[src/adc_pin_pkg.sv]
// shared constants for the converter pin-level control block
package adc_pin_pkg;
  localparam int unsigned CLK_MHZ          = 200;        // mclk rate
  localparam int unsigned SCLK_MAX_KHZ     = 5000;       // serial clock ceiling, 5MHz
  localparam int unsigned WORD_BITS        = 16;         // result word width
  localparam int unsigned CNT_W            = 5;          // bit counter width
  localparam int unsigned REF_DIV_FAST     = 64;         // reference sampling divisor
  localparam int unsigned REF_DIV_SLOW     = 128;        // halved-clock reference divisor
  localparam int unsigned MOD_DIV          = 128;        // modulator sampling divisor
  localparam int unsigned DIV_W            = 8;          // divider counter width
  localparam int unsigned RATE_MIN_HZ      = 20;         // slowest output rate
  localparam int unsigned RATE_MAX_HZ      = 500;        // fastest output rate
  localparam int unsigned OSC_LOW_KHZ      = 1000;       // on-chip oscillator, 1MHz
  localparam int unsigned OSC_HIGH_HZ      = 2457600;    // on-chip oscillator, 2.4576MHz
  localparam logic [15:0] BIPOLAR_FLIP     = 16'h8000;   // offset binary sign flip
  localparam logic [2:0]  GAIN_CODE_MAX    = 3'h7;       // gain 128
  typedef enum logic [1:0]
  {
    RATE_LOW  = 2'b00,
    RATE_MID  = 2'b01,
    RATE_HIGH = 2'b10,
    RATE_TOP  = 2'b11
  } rate_code_t;
endpackage

[src/result_store.sv]
// one-word result holding register with registered read data
`timescale 1ns/100ps
module result_store
#(
  parameter int unsigned WIDTH = 16
)
(
  // clock and reset
  input  wire logic             mclk,
  input  wire logic             srst,
  // write side
  input  wire logic             wr_en,
  input  wire logic [WIDTH-1:0] wr_data,
  // read side
  output logic      [WIDTH-1:0] rd_data
);
  // store a new conversion result, clear on reset
  always_ff @(posedge mclk)
  begin
    if (srst)
      rd_data <= '0;
    else if (wr_en)
      rd_data <= wr_data;
  end
endmodule

[src/sigma_delta_adc_pin_control.sv]
// pin-level control of a two-channel sigma-delta converter
//
// Contract
// - serial clock comes from outside; transfers work up to 5MHz.
// - oscillator clock output driven only while osc_out_disable is 0.
// - enabled oscillator output is the inverse of the master clock.
// - transfers happen only while chip select is low.
// - serial_out_pin floats whenever chip select is high.
// - reset input low returns all logic to power-on state.
// - result_ready_n falls when a new result enters the data register.
// - result_ready_n rises after the host reads the whole word.
// - output changes on falling serial clock; host samples on rising.
// - input captured on rising serial clock while chip select low.
// - gains 1 to 128 chosen by three gain code bits.
// - input isolation buffer follows input_isolation_enable.
// - reference sampled at master clock over 64, or 128 when halved; stays 64 with the on-chip oscillator.
// - output data rate programmable from 20Hz to 500Hz.
// - modulator samples at master clock over 128 at every gain.
// - on-chip oscillator 1MHz or 2.4576MHz by rate_select_bit; halve ignored.
// - unipolar gives straight binary, bipolar gives offset binary.
// - rate bits and rate_select_bit set cutoff and output rate.
`timescale 1ns/100ps
module sigma_delta_adc_pin_control
  import adc_pin_pkg::*;
#(
  parameter int unsigned WORD_W = adc_pin_pkg::WORD_BITS
)
(
  // clock and reset
  input  wire logic                     mclk,
  input  wire logic                     srst,
  input  wire logic                     reset_n,
  // master clock and oscillator output
  input  wire logic                     master_clock_in,
  input  wire logic                     osc_out_disable,
  output logic                          oscillator_clock_out,
  output logic                          oscillator_clock_oe,
  // serial port pins, sampled on mclk
  input  wire logic                     sclk_pin,
  input  wire logic                     chip_select_n,
  input  wire logic                     serial_in_pin,
  output logic                          serial_out_pin,
  output logic                          serial_out_oe,
  output logic                          result_ready_n,
  // conversion result from the filter
  input  wire logic                     result_valid,
  input  wire logic [WORD_W-1:0]        result_raw,
  // setup bits
  input  wire logic [2:0]               gain_code,
  input  wire logic                     input_isolation_enable,
  input  wire logic                     polarity_select,
  // clock bits
  input  wire logic                     input_clock_halve,
  input  wire logic                     onchip_osc_select,
  input  wire logic                     rate_select_bit,
  input  wire logic                     rate_code_bit0,
  input  wire logic                     rate_code_bit1,
  // analog control outputs
  output logic [7:0]                    gain_factor,
  output logic                          buffer_enable,
  output logic                          ref_sample_strobe,
  output logic                          mod_sample_strobe,
  output logic                          osc_high_select,
  output logic [1:0]                    rate_sel,
  // received serial data
  output logic [WORD_W-1:0]             rx_word,
  output logic                          rx_word_valid
);
  import adc_pin_pkg::*;

  // -------------------------------------------------
  // helpers
  // -------------------------------------------------
  // gain code to gain factor, one-hot power of two
  function automatic logic [7:0] gain_of(input logic [2:0] code);
    gain_of = 8'h01 << code;
  endfunction

  logic              rst;
  logic              sclk_q;
  logic              sclk_rise;
  logic              sclk_fall;
  logic [CNT_W-1:0]  tx_cnt_reg;
  logic [CNT_W-1:0]  rx_cnt_reg;
  logic [WORD_W-1:0] tx_shift_reg;
  logic [WORD_W-1:0] rx_shift_reg;
  logic [WORD_W-1:0] data_word;
  logic [WORD_W-1:0] coded_word;
  logic [DIV_W-1:0]  ref_div_reg;
  logic [DIV_W-1:0]  mod_div_reg;
  logic [DIV_W-1:0]  ref_limit;
  logic              word_done;

  // reset from either the system or the pin
  assign rst = srst | ~reset_n;

  // -------------------------------------------------
  // oscillator output
  // -------------------------------------------------
  // inverted master clock, driven only when enabled
  assign oscillator_clock_out = ~master_clock_in;
  assign oscillator_clock_oe  = ~osc_out_disable;

  // -------------------------------------------------
  // setup and clock bits
  // -------------------------------------------------
  assign gain_factor     = gain_of(gain_code);
  assign buffer_enable   = input_isolation_enable;
  assign osc_high_select = rate_select_bit;
  assign rate_sel        = {rate_code_bit1, rate_code_bit0};

  // reference divisor; halve ignored with on-chip oscillator
  assign ref_limit = (input_clock_halve && !onchip_osc_select)
                     ? DIV_W'(REF_DIV_SLOW - 1) : DIV_W'(REF_DIV_FAST - 1);

  // reference sampling divider
  always_ff @(posedge mclk)
  begin
    if (rst)
      ref_div_reg <= '0;
    else if (ref_div_reg >= ref_limit)
      ref_div_reg <= '0;
    else
      ref_div_reg <= DIV_W'(ref_div_reg + 1'b1);
  end
  assign ref_sample_strobe = (ref_div_reg >= ref_limit);

  // modulator divider, independent of gain
  always_ff @(posedge mclk)
  begin
    if (rst)
      mod_div_reg <= '0;
    else if (mod_div_reg == DIV_W'(MOD_DIV - 1))
      mod_div_reg <= '0;
    else
      mod_div_reg <= DIV_W'(mod_div_reg + 1'b1);
  end
  assign mod_sample_strobe = (mod_div_reg == DIV_W'(MOD_DIV - 1));

  // -------------------------------------------------
  // result register and ready flag
  // -------------------------------------------------
  // offset binary for bipolar, straight for unipolar
  assign coded_word = polarity_select ? (result_raw ^ WORD_W'(BIPOLAR_FLIP))
                                      : result_raw;

  result_store #(.WIDTH(WORD_W)) u_store
  (
    .mclk    (mclk),
    .srst    (rst),
    .wr_en   (result_valid),
    .wr_data (coded_word),
    .rd_data (data_word)
  );

  assign word_done = sclk_rise && !chip_select_n && rx_cnt_reg == CNT_W'(WORD_W - 1);

  // ready low on new result; set wins over the read completion
  always_ff @(posedge mclk)
  begin
    if (rst)
      result_ready_n <= 1'b1;
    else if (result_valid)
      result_ready_n <= 1'b0;
    else if (word_done)
      result_ready_n <= 1'b1;
  end

  // -------------------------------------------------
  // serial port
  // -------------------------------------------------
  // serial clock edge detection on mclk
  always_ff @(posedge mclk)
  begin
    if (rst)
      sclk_q <= 1'b1;
    else
      sclk_q <= sclk_pin;
  end
  assign sclk_rise = sclk_pin & ~sclk_q;
  assign sclk_fall = ~sclk_pin & sclk_q;

  // output shifter, loads the data register at word start
  always_ff @(posedge mclk)
  begin
    if (rst || chip_select_n)
    begin
      tx_cnt_reg   <= '0;
      tx_shift_reg <= '0;
    end
    else if (sclk_fall)
    begin
      if (tx_cnt_reg == '0)
        tx_shift_reg <= data_word;
      else
        tx_shift_reg <= {tx_shift_reg[WORD_W-2:0], 1'b0};
      tx_cnt_reg <= (tx_cnt_reg == CNT_W'(WORD_W - 1)) ? '0 : CNT_W'(tx_cnt_reg + 1'b1);
    end
  end
  assign serial_out_pin = tx_shift_reg[WORD_W-1];
  assign serial_out_oe  = ~chip_select_n;

  // input shifter on rising edges while selected
  always_ff @(posedge mclk)
  begin
    if (rst || chip_select_n)
    begin
      rx_cnt_reg   <= '0;
      rx_shift_reg <= '0;
    end
    else if (sclk_rise)
    begin
      rx_shift_reg <= {rx_shift_reg[WORD_W-2:0], serial_in_pin};
      rx_cnt_reg   <= (rx_cnt_reg == CNT_W'(WORD_W - 1)) ? '0 : CNT_W'(rx_cnt_reg + 1'b1);
    end
  end

  // completed received word
  always_ff @(posedge mclk)
  begin
    if (rst)
    begin
      rx_word       <= '0;
      rx_word_valid <= 1'b0;
    end
    else
    begin
      rx_word_valid <= word_done;
      if (word_done)
        rx_word <= {rx_shift_reg[WORD_W-2:0], serial_in_pin};
    end
  end

  // -------------------------------------------------
  // assertions
  // -------------------------------------------------
  chk_ready_on_result: assert property (@(posedge mclk) disable iff (rst)
    result_valid |=> !result_ready_n) else $error("ready not low after result");
  chk_ready_on_read: assert property (@(posedge mclk) disable iff (rst)
    word_done && !result_valid |=> result_ready_n) else $error("ready not high after read");
  chk_out_float: assert property (@(posedge mclk) disable iff (rst)
    chip_select_n |-> !serial_out_oe) else $error("output driven while deselected");
  chk_osc_enable: assert property (@(posedge mclk) disable iff (rst)
    osc_out_disable |-> !oscillator_clock_oe) else $error("osc out driven while disabled");
  chk_osc_invert: assert property (@(posedge mclk) disable iff (rst)
    oscillator_clock_out != master_clock_in) else $error("osc out not inverted");
  chk_gain_map: assert property (@(posedge mclk) disable iff (rst)
    gain_factor == (8'h01 << gain_code)) else $error("gain map wrong");
  chk_mod_period: assert property (@(posedge mclk) disable iff (rst)
    mod_sample_strobe |=> !mod_sample_strobe [*8]) else $error("modulator strobe too soon");
  chk_bipolar_code: assert property (@(posedge mclk) disable iff (rst)
    result_valid && polarity_select |=> data_word == ($past(result_raw) ^ WORD_W'(BIPOLAR_FLIP)))
    else $error("bipolar code wrong");
  chk_rx_idle: assert property (@(posedge mclk) disable iff (rst)
    chip_select_n |=> rx_cnt_reg == '0) else $error("receive count moved while deselected");
  chk_reset_ready: assert property (@(posedge mclk)
    rst |=> result_ready_n) else $error("ready low after reset");
  cov_result: cover property (@(posedge mclk) disable iff (rst) result_valid);
  cov_word_read: cover property (@(posedge mclk) disable iff (rst) word_done);
  cov_ref_strobe: cover property (@(posedge mclk) disable iff (rst) ref_sample_strobe);
endmodule

[config.mk]
export PLATFORM = sky130hd
export DESIGN_NAME = sigma_delta_adc_pin_control
export DESIGN_NICKNAME = d
export VERILOG_FILES = /design/src/adc_pin_pkg.sv /design/src/result_store.sv /design/src/sigma_delta_adc_pin_control.sv
export SDC_FILE = /design/constraint.sdc
export NUM_CORES = 1
export LEC_CHECK = 0
export ABC_AREA = 1
export BUFFER_PORTS_ARGS = -buffer_cell sky130_fd_sc_hd__clkbuf_2
export CAP_MARGIN = 10
export CORE_ASPECT_RATIO = 0.9
export CORE_MARGIN = 8
export CORE_UTILIZATION = 25
export CTS_BUF_LIST = sky130_fd_sc_hd__clkbuf_4 sky130_fd_sc_hd__clkbuf_8
export DETAILED_ROUTE_END_ITERATION = 6
export PLACE_DENSITY_LB_ADDON = 0.1
export SYNTH_ARGS = -nofsm -noshare
export SYNTH_HDL_FRONTEND = slang
export SYNTH_HIERARCHICAL = 1
export SYNTH_SLANG_ARGS = --single-unit
export TNS_END_PERCENT = 30
[constraint.sdc]
create_clock -name mclk -period 1.4 [get_ports mclk]
set_input_delay 0.07 -clock mclk [delete_from_list [all_inputs] [get_ports mclk]]
set_output_delay 0.07 -clock mclk [all_outputs]
set_load 0.02 [all_outputs]
# Word level (Yosys, flattened, before mapping)
# Cells that the tools add are included.
[totals] register_bits=92 word_cells=47 inputBits=35 output_inout_bits=36
[op_classes] shift=1 bitwise_logic=10 n_reduce_logical=10 n_eq_ne=3 magnitude_cmp=1 n_mux=7 n_addsub=4
[ops] op="$mux 16" count=2
[ops] op="$add 8x1->8 const B" count=2
[ops] op="$add 5x1->5 const B" count=2
[ops] op="$eq 5x4->1 const B" count=2
[ops] op="$mux 5" count=2
[ops] op="$eq 8x7->1 const B" count=1
[ops] op="$ge 8x7->1" count=1
[ops] op="$shl 1x3->8 const A" count=1
[ops] op="$mux 7" count=1
[ops] op="$not 1->1" count=7
[ops] op="$logic_not 5->1" count=1
[ops] op="$reduce_or 2->1" count=2
[ops] op="$logic_and 1x1->1" count=3
[ops] op="$and 1x1->1" count=2
[ops] op="$logic_not 1->1" count=2
[ops] op="$mux 1" count=2
[ops] op="$reduce_bool 2->1" count=1
[ops] op="$logic_or 1x1->1" count=1
[ops] op="$or 1x1->1" count=1

# Depth between registers and ports, before layout
# Gate-level depths: netlist (run 1).
[logic_depth] word_depth=6 mapped_depth=10 ltp_nobuf=9

# Cells and area by module
# Netlist (run 1), hierarchy kept.
[by_module_without_submodules] mod="sigma_delta_adc_pin_control" instances=1 seq_area_each_um2=1521.5 area_each_um2=3554.7 cells_per_inst=518
[by_module_without_submodules] mod="result_store" instances=1 seq_area_each_um2=320.3 area_each_um2=670.6 cells_per_inst=101

# Least setup slack after synthesis (run 1)
# No wires, ideal clock.
[synth_path] kind="register to register" from="register tx_cnt_reg[0]" to="register tx_shift_reg[10]" slack_ns=0.044 setup_time_ns=0.109 stages_incl_launch_ff=11 arrival_ns=1.247 synth_period_minus_slack_ns=1.356 t_required_ns=1.291 path_buffers=1 path_cell_list="dfxtp_1 -> inv_1 -> ha_1 -> inv_1 -> nor2_2 -> nand2_2 -> buf_2 -> nand2_1 -> nand3_1 -> nand2_1 -> inv_1"
[synth_via] elab_chain_len=2
[synth_rtl] item="start: declaration" line_no="sigma_delta_adc_pin_control.sv:83" text="logic [CNT_W-1:0] tx_cnt_reg;"
[synth_rtl] item="start signal: assignment" line_no="sigma_delta_adc_pin_control.sv:197" text="tx_cnt_reg <= (tx_cnt_reg == CNT_W'(WORD_W - 1)) ? '0 : CNT_W'(tx_cnt_reg + 1'b1);"
[synth_rtl] item="$logic_not 5->1" line_no="sigma_delta_adc_pin_control.sv:193" text="if (tx_cnt_reg == '0)"
[synth_rtl] item="$mux 16" line_no="sigma_delta_adc_pin_control.sv:193"
[synth_rtl] item="end signal: assignment" line_no="sigma_delta_adc_pin_control.sv:194" text="tx_shift_reg <= data_word;"
[synth_rtl] item="end signal: assignment" line_no="sigma_delta_adc_pin_control.sv:196" text="tx_shift_reg <= {tx_shift_reg[WORD_W-2:0], 1'b0};"
[synth_rtl] item="end: declaration" line_no="sigma_delta_adc_pin_control.sv:85" text="logic [WORD_W-1:0] tx_shift_reg;"
# Every way passes these cells.
# A chain may end at the register's enable or synchronous reset.

# Worst setup path after layout (run 1)
[layout_path] from="register ref_div_reg[1]" to="output ref_sample_strobe"
[layout_via] elab_chain_len=1
[layout_rtl] item="start: declaration" line_no="sigma_delta_adc_pin_control.sv:89" text="logic [DIV_W-1:0] ref_div_reg;"
[layout_rtl] item="start signal: assignment" line_no="sigma_delta_adc_pin_control.sv:124" text="ref_div_reg <= DIV_W'(ref_div_reg + 1'b1);"
[layout_rtl] item="$ge 8x7->1" line_no="sigma_delta_adc_pin_control.sv:126" text="assign ref_sample_strobe = (ref_div_reg >= ref_limit);"
[layout_rtl] item="end: declaration" line_no="sigma_delta_adc_pin_control.sv:61" text="output logic ref_sample_strobe,"
# Every way passes these cells.

==> insert_results.sql, run 1 <==
INSERT INTO impl_metrics (metric_group, metric, value, unit) VALUES
('outcome', 'run_status', 'complete, but fails checks', ''),
('outcome', 'violations', 'setup timing', ''),
('cts', 'clk_latency', '360', 'ps'),
('logic_synthesis', 'seq_area_frac_synth', '43.6', '%'),
('routing', 'detailroute.wirelength.met2', '5.01', 'mm'),
('cts', 'clock_sinks', '92', ''),
('routing', 'remaining_drc_errors', '0', ''),
('layout', 'design.final.nets', '757', ''),
('global_route', 'grt.total_usage', '9.73', '%'),
('layout', 'layout.cells.most_common', 'nand2_1', ''),
('routing', 'top_signal_layer_used', 'met4', ''),
('routing', 'detail_route.wirelength', '10.4', 'mm'),
('placed_design', 'dp_worst_setup_slack', '59.0', 'ps'),
('setup_path', 'critical_path_class', 'reg2out', ''),
('logic_synthesis', 'synth_warnings', '6', ''),
('sta', 'worst-slew-pin-transition', '645', 'ps'),
('min_path', 'min_path_cells', '6', ''),
('routing', 'viasPerCell', '4.14', ''),
('pwr', 'total_leakage_power', '0.00261', 'uW'),
('die', 'fp.dieH', '139', 'um'),
('global_route', 'first_global_vias', '3734', ''),
('sta', 'period_minus_slack', '1410', 'ps'),
('routing', 'met1Wirelength', '4.75', 'mm'),
('placed_design', 'detail_placement_hpwl', '6.94', 'mm'),
('pwr', 'total_switching_power', '1190', 'uW'),
('cts', 'worst_setup_hold_path_clk_slew', '90', 'ps'),
('logic_synthesis', 'area_leader_netlist', 'dfxtp_1', ''),
('cts', 'cts_tree', 'done', ''),
('setup_path', 'r2r_start', 'tx_cnt_reg[0]', ''),
('setup_path', 'start_kind', 'flip-flop', ''),
('die', 'die_area', '21300', 'um2'),
('layout', 'design_area_final', '5510', 'um2'),
('logic_synthesis', 'avgSynthCellArea', '6.83', 'um2'),
('min_path', 'worstHoldPathType', 'in2reg', ''),
('layout', 'drive_gt1_share', '21.1', '%'),
('die', 'num_io_pins', '71', ''),
('die', 'die_x', '153', 'um'),
('layout', 'area_growth', '30.4', '%'),
('pwr', 'internal_cell_power', '3940', 'uW'),
('placed_design', 'numPortBuffers', '62', ''),
('sta', 'timing.fmax', '712', 'MHz'),
('routing', 'met3_length', '550', 'um'),
('die', 'core_area', '16700', 'um2'),
('setup_path', 'worst_setup_path_end_kind', 'output pin', ''),
('cts', 'max-clock-path-buffers', '2', ''),
('routing', 'dr_total_vias', '3850', ''),
('die', 'initial_utilization', '25.3', '%'),
('pwr', 'clock_power_share', '38.5', '%'),
('cts', 'cts.htree.levels', '3', ''),
('placed_design', 'place_area', '4790', 'um2'),
('sta', 'final_critical_path_setup_slack', '-5.45', 'ps'),
('sta', 'timing.final.setup_violations', '1', ''),
('sta', 'post-route-period-util', '100', '%'),
('setup_path', 'timing.critical_path.fanout_max', '2', ''),
('global_route', 'maximum_number_of_pins_on_one_net_before_global_route_repair', '34', ''),
('cts', 'numCtsBuffers', '9', ''),
('layout', 'final_util', '32.9', '%'),
('placed_design', 'gp_routability_congestion', '0.727', ''),
('pwr', 'power.share.sequential', '52.3', '%'),
('run', 'max_cap_violations', '0', ''),
('logic_synthesis', 'synth.cell_area', '4230', 'um2'),
('setup_path', 'crit_path_start', 'ref_div_reg[1]', ''),
('pwr', 'power_density', '931', 'nW/um2'),
('sta', 'hold_viol', '0', ''),
('logic_synthesis', 'synth_seq_cells', '92', ''),
('sta', 'rsz0062_at_grt', 'true', ''),
('logic_synthesis', 'yosys.area.top_type_share', '43.6', '%'),
('cts', 'cts_root_buf', 'clkbuf_8', ''),
('logic_synthesis', 'synthDistinctLibCells', '24', ''),
('pwr', 'worst_ir_drop_vdd', '0.498', 'mV'),
('die', 'rows', '45', '');
worst max-delay path: stages, from the launching register on:
cell      delay, ps
dfxtp_2         360
ha_4            140
nand3_2          80
nor2_2          110
nand2_1          70
nand2_1          70
clkbuf_8        140
synth_stat cells:
cell,instances
nor2_2,6
inv_1,120
ha_1,6
nand4_1,4
nand2_4,2
nand3b_1,2
dfxtp_1,92
a21oi_1,24
xnor2_1,3
nand3_1,59
o21ai_0,22
nor2_8,1
buf_4,5
clkbuf_1,4
nand2_2,10
o21bai_1,5
clkbuf_2,1
nor2_1,100
buf_6,4
buf_2,12
nand2_1,123
xor2_1,3
nand3_2,1
nor3_1,10
metal layers:
metal / vias to the layer above / GRT usage, %
met5: - / 0
met4: 0 / 3.28
li1: 2058 / -
met2: 67 / 17.0
met3: 9 / 3.56
met1: 1716 / 10.8
per-stage QoR:
step / cells / hold slack, ps
after floorplan: 619 / 175
after global placement: 882 / 140
after detailed placement: 882 / 140
after CTS: 918 / 70.0
after global routing: 930 / 91.1
final: 930 / 82.7
repair_timing:
item	CTS	global route
buffers inserted	5	7
pin swaps	6	13
setup endpoints to repair	2	38
cloned	0	5
hold endpoints to repair	17	0
resized for setup	16	30
hold buffers	17	0
final timing paths:
check	end	slack [ps]
worst max-delay path	ref_sample_strobe	-5
worst min-delay path	u_store/rd_data[15]	80
worst max register to register	tx_shift_reg[4]	80
worst min register to register	rx_shift_reg[14]	460
power groups by stage:
stage	Clock, uW	Sequential, uW	Combinational (uW)
after floorplan	0	2740	280
after CTS	2110	2680	455
final	1970	2680	472
after global routing	2190	2690	540
after global placement	0	2740	406
after detailed placement	0	2740	410
cells by family (layout without fill, tap and decap cells):
family / Yosys count / after routing / synth area share, %
adders and majority gates: 6 / 6 / 1.78
and+or+nand+nor: 318 / 321 / 32.5
xor gates and xnor gates: 6 / 6 / 1.24
DFF: 92 / 92 / 43.6
AOI/OAI and AO/OA: 51 / 51 / 6.34
buffers and inverters: 146 / 243 / 14.5
final cells by class:
| type | instances | area (um2) |
|---|---|---|
| Timing Repair Buffer | 109 | 807 |
| Fill cell | 1809 | 11200 |
| Inverter | 120 | 450 |
| Tap cell | 211 | 264 |
| Clock buffer | 12 | 153 |
| Multi-Input combinational cell | 384 | 1920 |
| Clock inverter | 2 | 60.1 |
| Sequential cell | 92 | 1850 |
No activity file was read; power rests on OpenSTA's default activity.
==> run 2, diff against run 1 <==
Settings changed: PLACE_DENSITY_LB_ADDON 0.1 to not set.
==> run 2 against run 1 <==
The flow now finishes without violations. Total power down 7.9%. Sequential share of layout area up 1.1 points. Sequential cell count unchanged. Critical path depth up 4.
==> insert_results.sql, run 2 (synthesis gave the netlist of run 1 again) <==
INSERT INTO impl_metrics (metric_group, metric, value, unit) VALUES
('layout', 'final_util', '31.8', '%'),
('sta', 'worst-slew-pin-transition', '309', 'ps'),
('die', 'fp.dieH', '139', 'um'),
('min_path', 'worst_hold_path.endpoint', 'u_store/rd_data[2]', ''),
('routing', 'detailedRoute.firstIterationViolations', '154', ''),
('routing', 'dr_total_vias', '3736', ''),
('setup_path', 'cp_arrival', '1690', 'ps'),
('die', 'rows', '45', ''),
('setup_path', 'timing.critical_path.fanout_max', '2', ''),
('layout', 'n_fill_cell', '1818', ''),
('pwr', 'total_leakage_power', '0.00252', 'uW'),
('setup_path', 'r2r_end', 'ref_div_reg[6]', ''),
('placed_design', 'detail_placement_hpwl', '6.49', 'mm'),
('layout', 'design.final.nets', '750', ''),
('die', 'die_x', '153', 'um'),
('pwr', 'power_density', '887', 'nW/um2'),
('setup_path', 'worst_setup_path_end_kind', 'flip-flop', ''),
('die', 'initial_utilization', '25.3', '%'),
('setup_path', 'r2r_start', 'ref_div_reg[0]', ''),
('min_path', 'min_path_cells', '5', ''),
('setup_path', 'setup.reg_to_reg.worst_slack', '5', 'ps'),
('layout', 'drive_gt1_share', '20.7', '%'),
('min_path', 'worstHoldPathType', 'in2reg', ''),
('outcome', 'run_status', 'complete, no violations', ''),
('sta', 'report.final.slew_viol_count', '0', ''),
('layout', 'layout_common_cells', '118 x inv_1, 118 x nand2_1, 98 x nor2_1', ''),
('setup_path', 'reg2reg_path_depth', '10', ''),
('routing', 'wire_per_inst', '10.2', 'um'),
('layout', 'antenna-diode-count', '0', ''),
('die', 'core_area', '16700', 'um2'),
('cts', 'worst_setup_hold_path_clk_slew', '90', 'ps'),
('cts', 'clk_latency', '360', 'ps'),
('run', 'max_cap_violations', '0', ''),
('setup_path', 'start_kind', 'flip-flop', ''),
('pwr', 'worst_ir_drop_vdd', '0.494', 'mV'),
('min_path', 'min_from', 'result_raw[2]', ''),
('cts', 'max-clock-path-buffers', '2', ''),
('sta', 'skew', '8.46', 'ps'),
('sta', 'period_minus_slack', '1400', 'ps'),
('sta', 'fin_tns_setup', '0', 'ps'),
('global_route', 'grt_overflow', '0', ''),
('global_route', 'antenna_found_initial', '0', ''),
('cts', 'cts_root_buf', 'clkbuf_8', ''),
('setup_path', 'timing.critical_path.required', '1700', 'ps'),
('sta', 'post-route-period-util', '99.7', '%'),
('layout', 'area_growth', '25.9', '%'),
('die', 'die_area', '21300', 'um2'),
('die', 'num_io_pins', '71', ''),
('routing', 'viasPerCell', '4.04', ''),
('sta', 'hold_viol', '0', ''),
('global_route', 'maximum_number_of_pins_on_one_net_before_global_route_repair', '36', ''),
('routing', 'drt.antenna.violating_nets', '0', ''),
('sta', 'timing.fmax', '717', 'MHz'),
('routing', 'drt_pass1_iterations', '4', ''),
('routing', 'remaining_drc_errors', '0', ''),
('placed_design', 'gp_routability_congestion', '0.757', ''),
('setup_path', 'critical_path_class', 'reg2reg', ''),
('global_route', 'grt.total_usage', '9.27', '%'),
('sta', 'max_slew_margin', '79.3', '%'),
('sta', 'rsz0062_at_grt', 'true', ''),
('sta', 'timing.final.setup_violations', '0', ''),
('global_route', 'grt_first_pass_wirelength', '16.7', 'mm'),
('cts', 'cts.htree.levels', '3', ''),
('cts', 'clock_sinks', '92', ''),
('cts', 'numCtsBuffers', '9', ''),
('layout', 'design_area_final', '5320', 'um2'),
('cts', 'cts_tree', 'done', ''),
('global_route', 'first_global_vias', '3626', ''),
('placed_design', 'numPortBuffers', '62', ''),
('routing', 'detail_route.wirelength', '9.41', 'mm'),
('placed_design', 'place_area', '4820', 'um2');
==> run 2: cell count changes in the layout (fill, tap and decap cells not counted), moves of 2 or more <==
cell / change
inv_2: -2
inv_1: +2
nand2_1: -3
bufinv_16: -2
clkinv_2: +2
dfxtp_1: +2
ha_4: -2
clkbuf_4: -2
buf_4: +2
clkinv_4: +2
clkinvlp_4: +2
dlygate4sd3_1: -4
nand2_2: +5
nand2_4: -3
==> run 2: critical path, cell delays in order (launching register included) <==
cell	delay, ps
dfxtp_2	350
ha_4	170
nand3_4	90
nor2_4	40
buf_4	120
buf_4	120
buf_4	120
buf_4	120
nand2_1	70
nand2_1	60
nor2_1	80
==> run 2: timing repair <==
item / 4_1_cts / 5_1_grt
resized for setup: 13 / 21
buffers inserted: 9 / 1
hold buffers: 13 / 0
pin swaps: 4 / 7
setup endpoints to repair: 2 / 28
endpoints found under the hold margin: 13 / 0
cloned: 0 / 1
==> run 2: how the worst max path moves through the flow <==
stage          slack (ps)  depth (start not counted)                 to            from
6_report                5                         10     ref_div_reg[6]  ref_div_reg[0]
5_1_grt              -100                          6  mod_sample_strobe  mod_div_reg[0]
4_1_cts               -70                          6  ref_sample_strobe  ref_div_reg[1]
3_5_place_dp           80                          9    tx_shift_reg[7]   tx_cnt_reg[0]
3_3_place_gp           70                          7        rx_word[15]   rx_cnt_reg[1]
2_1_floorplan          40                         10   tx_shift_reg[10]   tx_cnt_reg[0]
==> run 2: layout make-up <==
| type | instances | area (um2) | area share [%] |
|---|---|---|---|
| Clock buffer | 9 | 124 | 2.33 |
| Clock inverter | 7 | 51.3 | 0.964 |
| Inverter | 120 | 450 | 8.47 |
| Multi-Input combinational cell | 382 | 1860 | 34.9 |
| Sequential cell | 92 | 1850 | 34.8 |
| Tap cell | 211 | 264 | 4.96 |
| Timing Repair Buffer | 104 | 722 | 13.6 |
==> run 2: metal layers <==
| metal | vias to the layer above | track usage [%] | routed length (um) |
|---|---|---|---|
| met4 | 0 | 2.65 | 120 |
| li1 | 2043 | - | - |
| met1 | 1612 | 10.9 | 4520 |
| met5 | - | 0 | 0 |
| met3 | 11 | 3.53 | 569 |
| met2 | 70 | 15.4 | 4200 |
==> run 2: metrics by stage <==
stage	hold slack, ps	power, uW	std cells	setup WS, ps
3_5_place_dp	140	3150	885	75.0
6_report	9.77	4720	925	4.89
4_1_cts	0.492	4790	923	-65.4
2_1_floorplan	175	3020	619	43.8
5_1_grt	1.25	4990	925	-97.9
3_3_place_gp	140	3140	885	70.3
==> run 2: report_power, final <==
| part | total (uW) | switching, uW | internal (uW) |
|---|---|---|---|
| registers | 2680 | 25.8 | 2660 |
| clock network | 1590 | 939 | 650 |
| logic | 447 | 257 | 190 |
| total | 4720 | 1220 | 3500 |
==> run 3, diff against run 2 <==
Settings changed: CORE_UTILIZATION 25 to 53, PLACE_DENSITY set to 0.79.
==> run 3 against run 2 <==
Fmax rose by 0.89%. Clock power increased by 28%. Register-to-register slack better by 90 ps. Sequential share of layout area up 0.20 points.
==> insert_results.sql, run 3 (synthesis gave the netlist of run 1 again) <==
INSERT INTO impl_metrics (metric_group, metric, value, unit) VALUES
('outcome', 'run_status', 'complete, no violations', ''),
('cts', 'clk_latency', '370', 'ps'),
('placed_design', 'detail_placement_hpwl', '6.28', 'mm'),
('layout', 'layout.cells.most_common', 'nand2_1', ''),
('sta', 'period_minus_slack', '1380', 'ps'),
('routing', 'met3_length', '658', 'um'),
('routing', 'drt_pass1_iterations', '4', ''),
('setup_path', 'critical_path_class', 'reg2out', ''),
('cts', 'cts_root_buf', 'clkbuf_8', ''),
('sta', 'max_slew_margin', '59.7', '%'),
('setup_path', 'cp_arrival', '1310', 'ps'),
('min_path', 'worstHoldPathType', 'in2reg', ''),
('routing', 'dr_total_vias', '3919', ''),
('layout', 'design.final.nets', '751', ''),
('routing', 'top_signal_layer_used', 'met4', ''),
('cts', 'cts_tree', 'done', ''),
('routing', 'detailedRoute.firstIterationViolations', '217', ''),
('setup_path', 'start_kind', 'flip-flop', ''),
('placed_design', 'gp_routability_congestion', '0.796', ''),
('die', 'rows', '31', ''),
('cts', 'max-clock-path-buffers', '2', ''),
('global_route', 'maximum_number_of_pins_on_one_net_before_global_route_repair', '36', ''),
('routing', 'drt.antenna.violating_nets', '0', ''),
('setup_path', 'timing.critical_path.required', '1330', 'ps'),
('global_route', 'first_global_vias', '3701', ''),
('die', 'die_x', '110', 'um'),
('pwr', 'worst_ir_drop_vdd', '0.700', 'mV'),
('die', 'num_io_pins', '71', ''),
('sta', 'worst-slew-pin-transition', '605', 'ps'),
('placed_design', 'dp_worst_setup_slack', '50.4', 'ps'),
('routing', 'detailroute.wirelength.met2', '4.78', 'mm'),
('layout', 'antenna-diode-count', '0', ''),
('cts', 'clock_sinks', '92', ''),
('sta', 'rsz0062_at_grt', 'true', ''),
('routing', 'detail_route.wirelength', '9.64', 'mm'),
('die', 'core_area', '7870', 'um2'),
('routing', 'viasPerCell', '4.81', ''),
('sta', 'timing.fmax', '723', 'MHz'),
('die', 'initial_utilization', '53.7', '%'),
('placed_design', 'numPortBuffers', '62', ''),
('pwr', 'total_leakage_power', '0.00256', 'uW'),
('layout', 'area_growth', '25.2', '%'),
('global_route', 'grt.total_usage', '17.4', '%'),
('routing', 'met1Wirelength', '4.07', 'mm'),
('global_route', 'grt_overflow', '0', ''),
('routing', 'wire_per_inst', '11.8', 'um'),
('pwr', 'power_density', '980', 'nW/um2'),
('global_route', 'antenna_found_initial', '0', ''),
('sta', 'final_critical_path_setup_slack', '17.2', 'ps'),
('cts', 'worst_setup_hold_path_clk_slew', '90', 'ps'),
('die', 'fp.dieH', '101', 'um'),
('global_route', 'grt_first_pass_wirelength', '15.8', 'mm'),
('sta', 'report.final.slew_viol_count', '0', ''),
('sta', 'timing.final.setup_violations', '0', ''),
('setup_path', 'timing.critical_path.fanout_max', '2', ''),
('layout', 'final_util', '67.2', '%'),
('run', 'max_cap_violations', '0', ''),
('cts', 'numCtsBuffers', '9', ''),
('sta', 'post-route-period-util', '98.8', '%'),
('sta', 'skew', '13.0', 'ps'),
('cts', 'cts.htree.levels', '3', ''),
('layout', 'layout_common_cells', '120 x nand2_1, 118 x inv_1, 98 x nor2_1', ''),
('routing', 'remaining_drc_errors', '0', ''),
('setup_path', 'worst_setup_path_end_kind', 'output pin', ''),
('sta', 'hold_viol', '0', ''),
('sta', 'hold-worst-slack', '101', 'ps'),
('layout', 'drive_gt1_share', '20.0', '%'),
('die', 'die_area', '11100', 'um2');
==> run 3: cell count changes in the layout (fill, tap and decap cells not counted), sizes merged <==
cell         change
clkinv           -2
dlygate4sd3      +4
bufinv           +2
nor2             +1
clkbuf           +1
nand2            +1
buf              -5
clkinvlp         -1
==> run 3: what timing repair did <==
item,in CTS,in global routing
resized for setup,16,20
hold buffers,17,0
buffers inserted,7,2
endpoints found under the hold margin,17,0
setup endpoints to repair,2,48
gates cloned,0,3
pin swaps,5,8
==> run 3: layout make-up <==
type / count / area (um2)
clock inverter: 6 / 96.3
sequential: 92 / 1850
timing repair buffer: 103 / 724
multi-input combinational: 384 / 1910
inverter: 120 / 450
tap: 99 / 124
fill: 651 / 2580
clock buffer: 10 / 138
==> run 3: worst paths after layout <==
kind / startpoint / to / slack (ps) / depth (start not counted)
worst min register to register: rx_shift_reg[14] / rx_shift_reg[14] / 470 / 2
worst max-delay path: ref_div_reg[0] / ref_sample_strobe / 20 / 6
worst min-delay path: result_raw[15] / u_store/rd_data[15] / 100 / 6
worst max register to register: ref_div_reg[0] / ref_div_reg[6] / 90 / 7
==> run 3: through the flow <==
step                cell area (um2)  total power [uW]  cells  setup TNS (ps)
floorplan                      4230              3020    619               0
global placement               4650              3120    769               0
detailed placement             4650              3130    769               0
CTS                            5160              5210    809           -60.6
global route                   5290              5410    814            -283
finish                         5290              5190    814               0
==> run 3: report_power, final <==
part           internal, uW  total, uW  switching, uW
clock network          1070       2040            971
logic                   194        457            263
registers              2660       2680           26.1
==> run 3: layer usage <==
metal	GRT usage, %	vias to the layer above
li1	-	2044
met1	19.0	1773
met2	31.4	87
met3	5.37	15
met4	5.12	0
met5	0	-
==> run 3: critical path, cell delays in order (launching register included) <==
cell,delay (ps)
dfxtp_2,360
ha_4,150
nand3_4,80
nor2_4,110
nand2_2,50
nand2_1,60
clkbuf_8,140
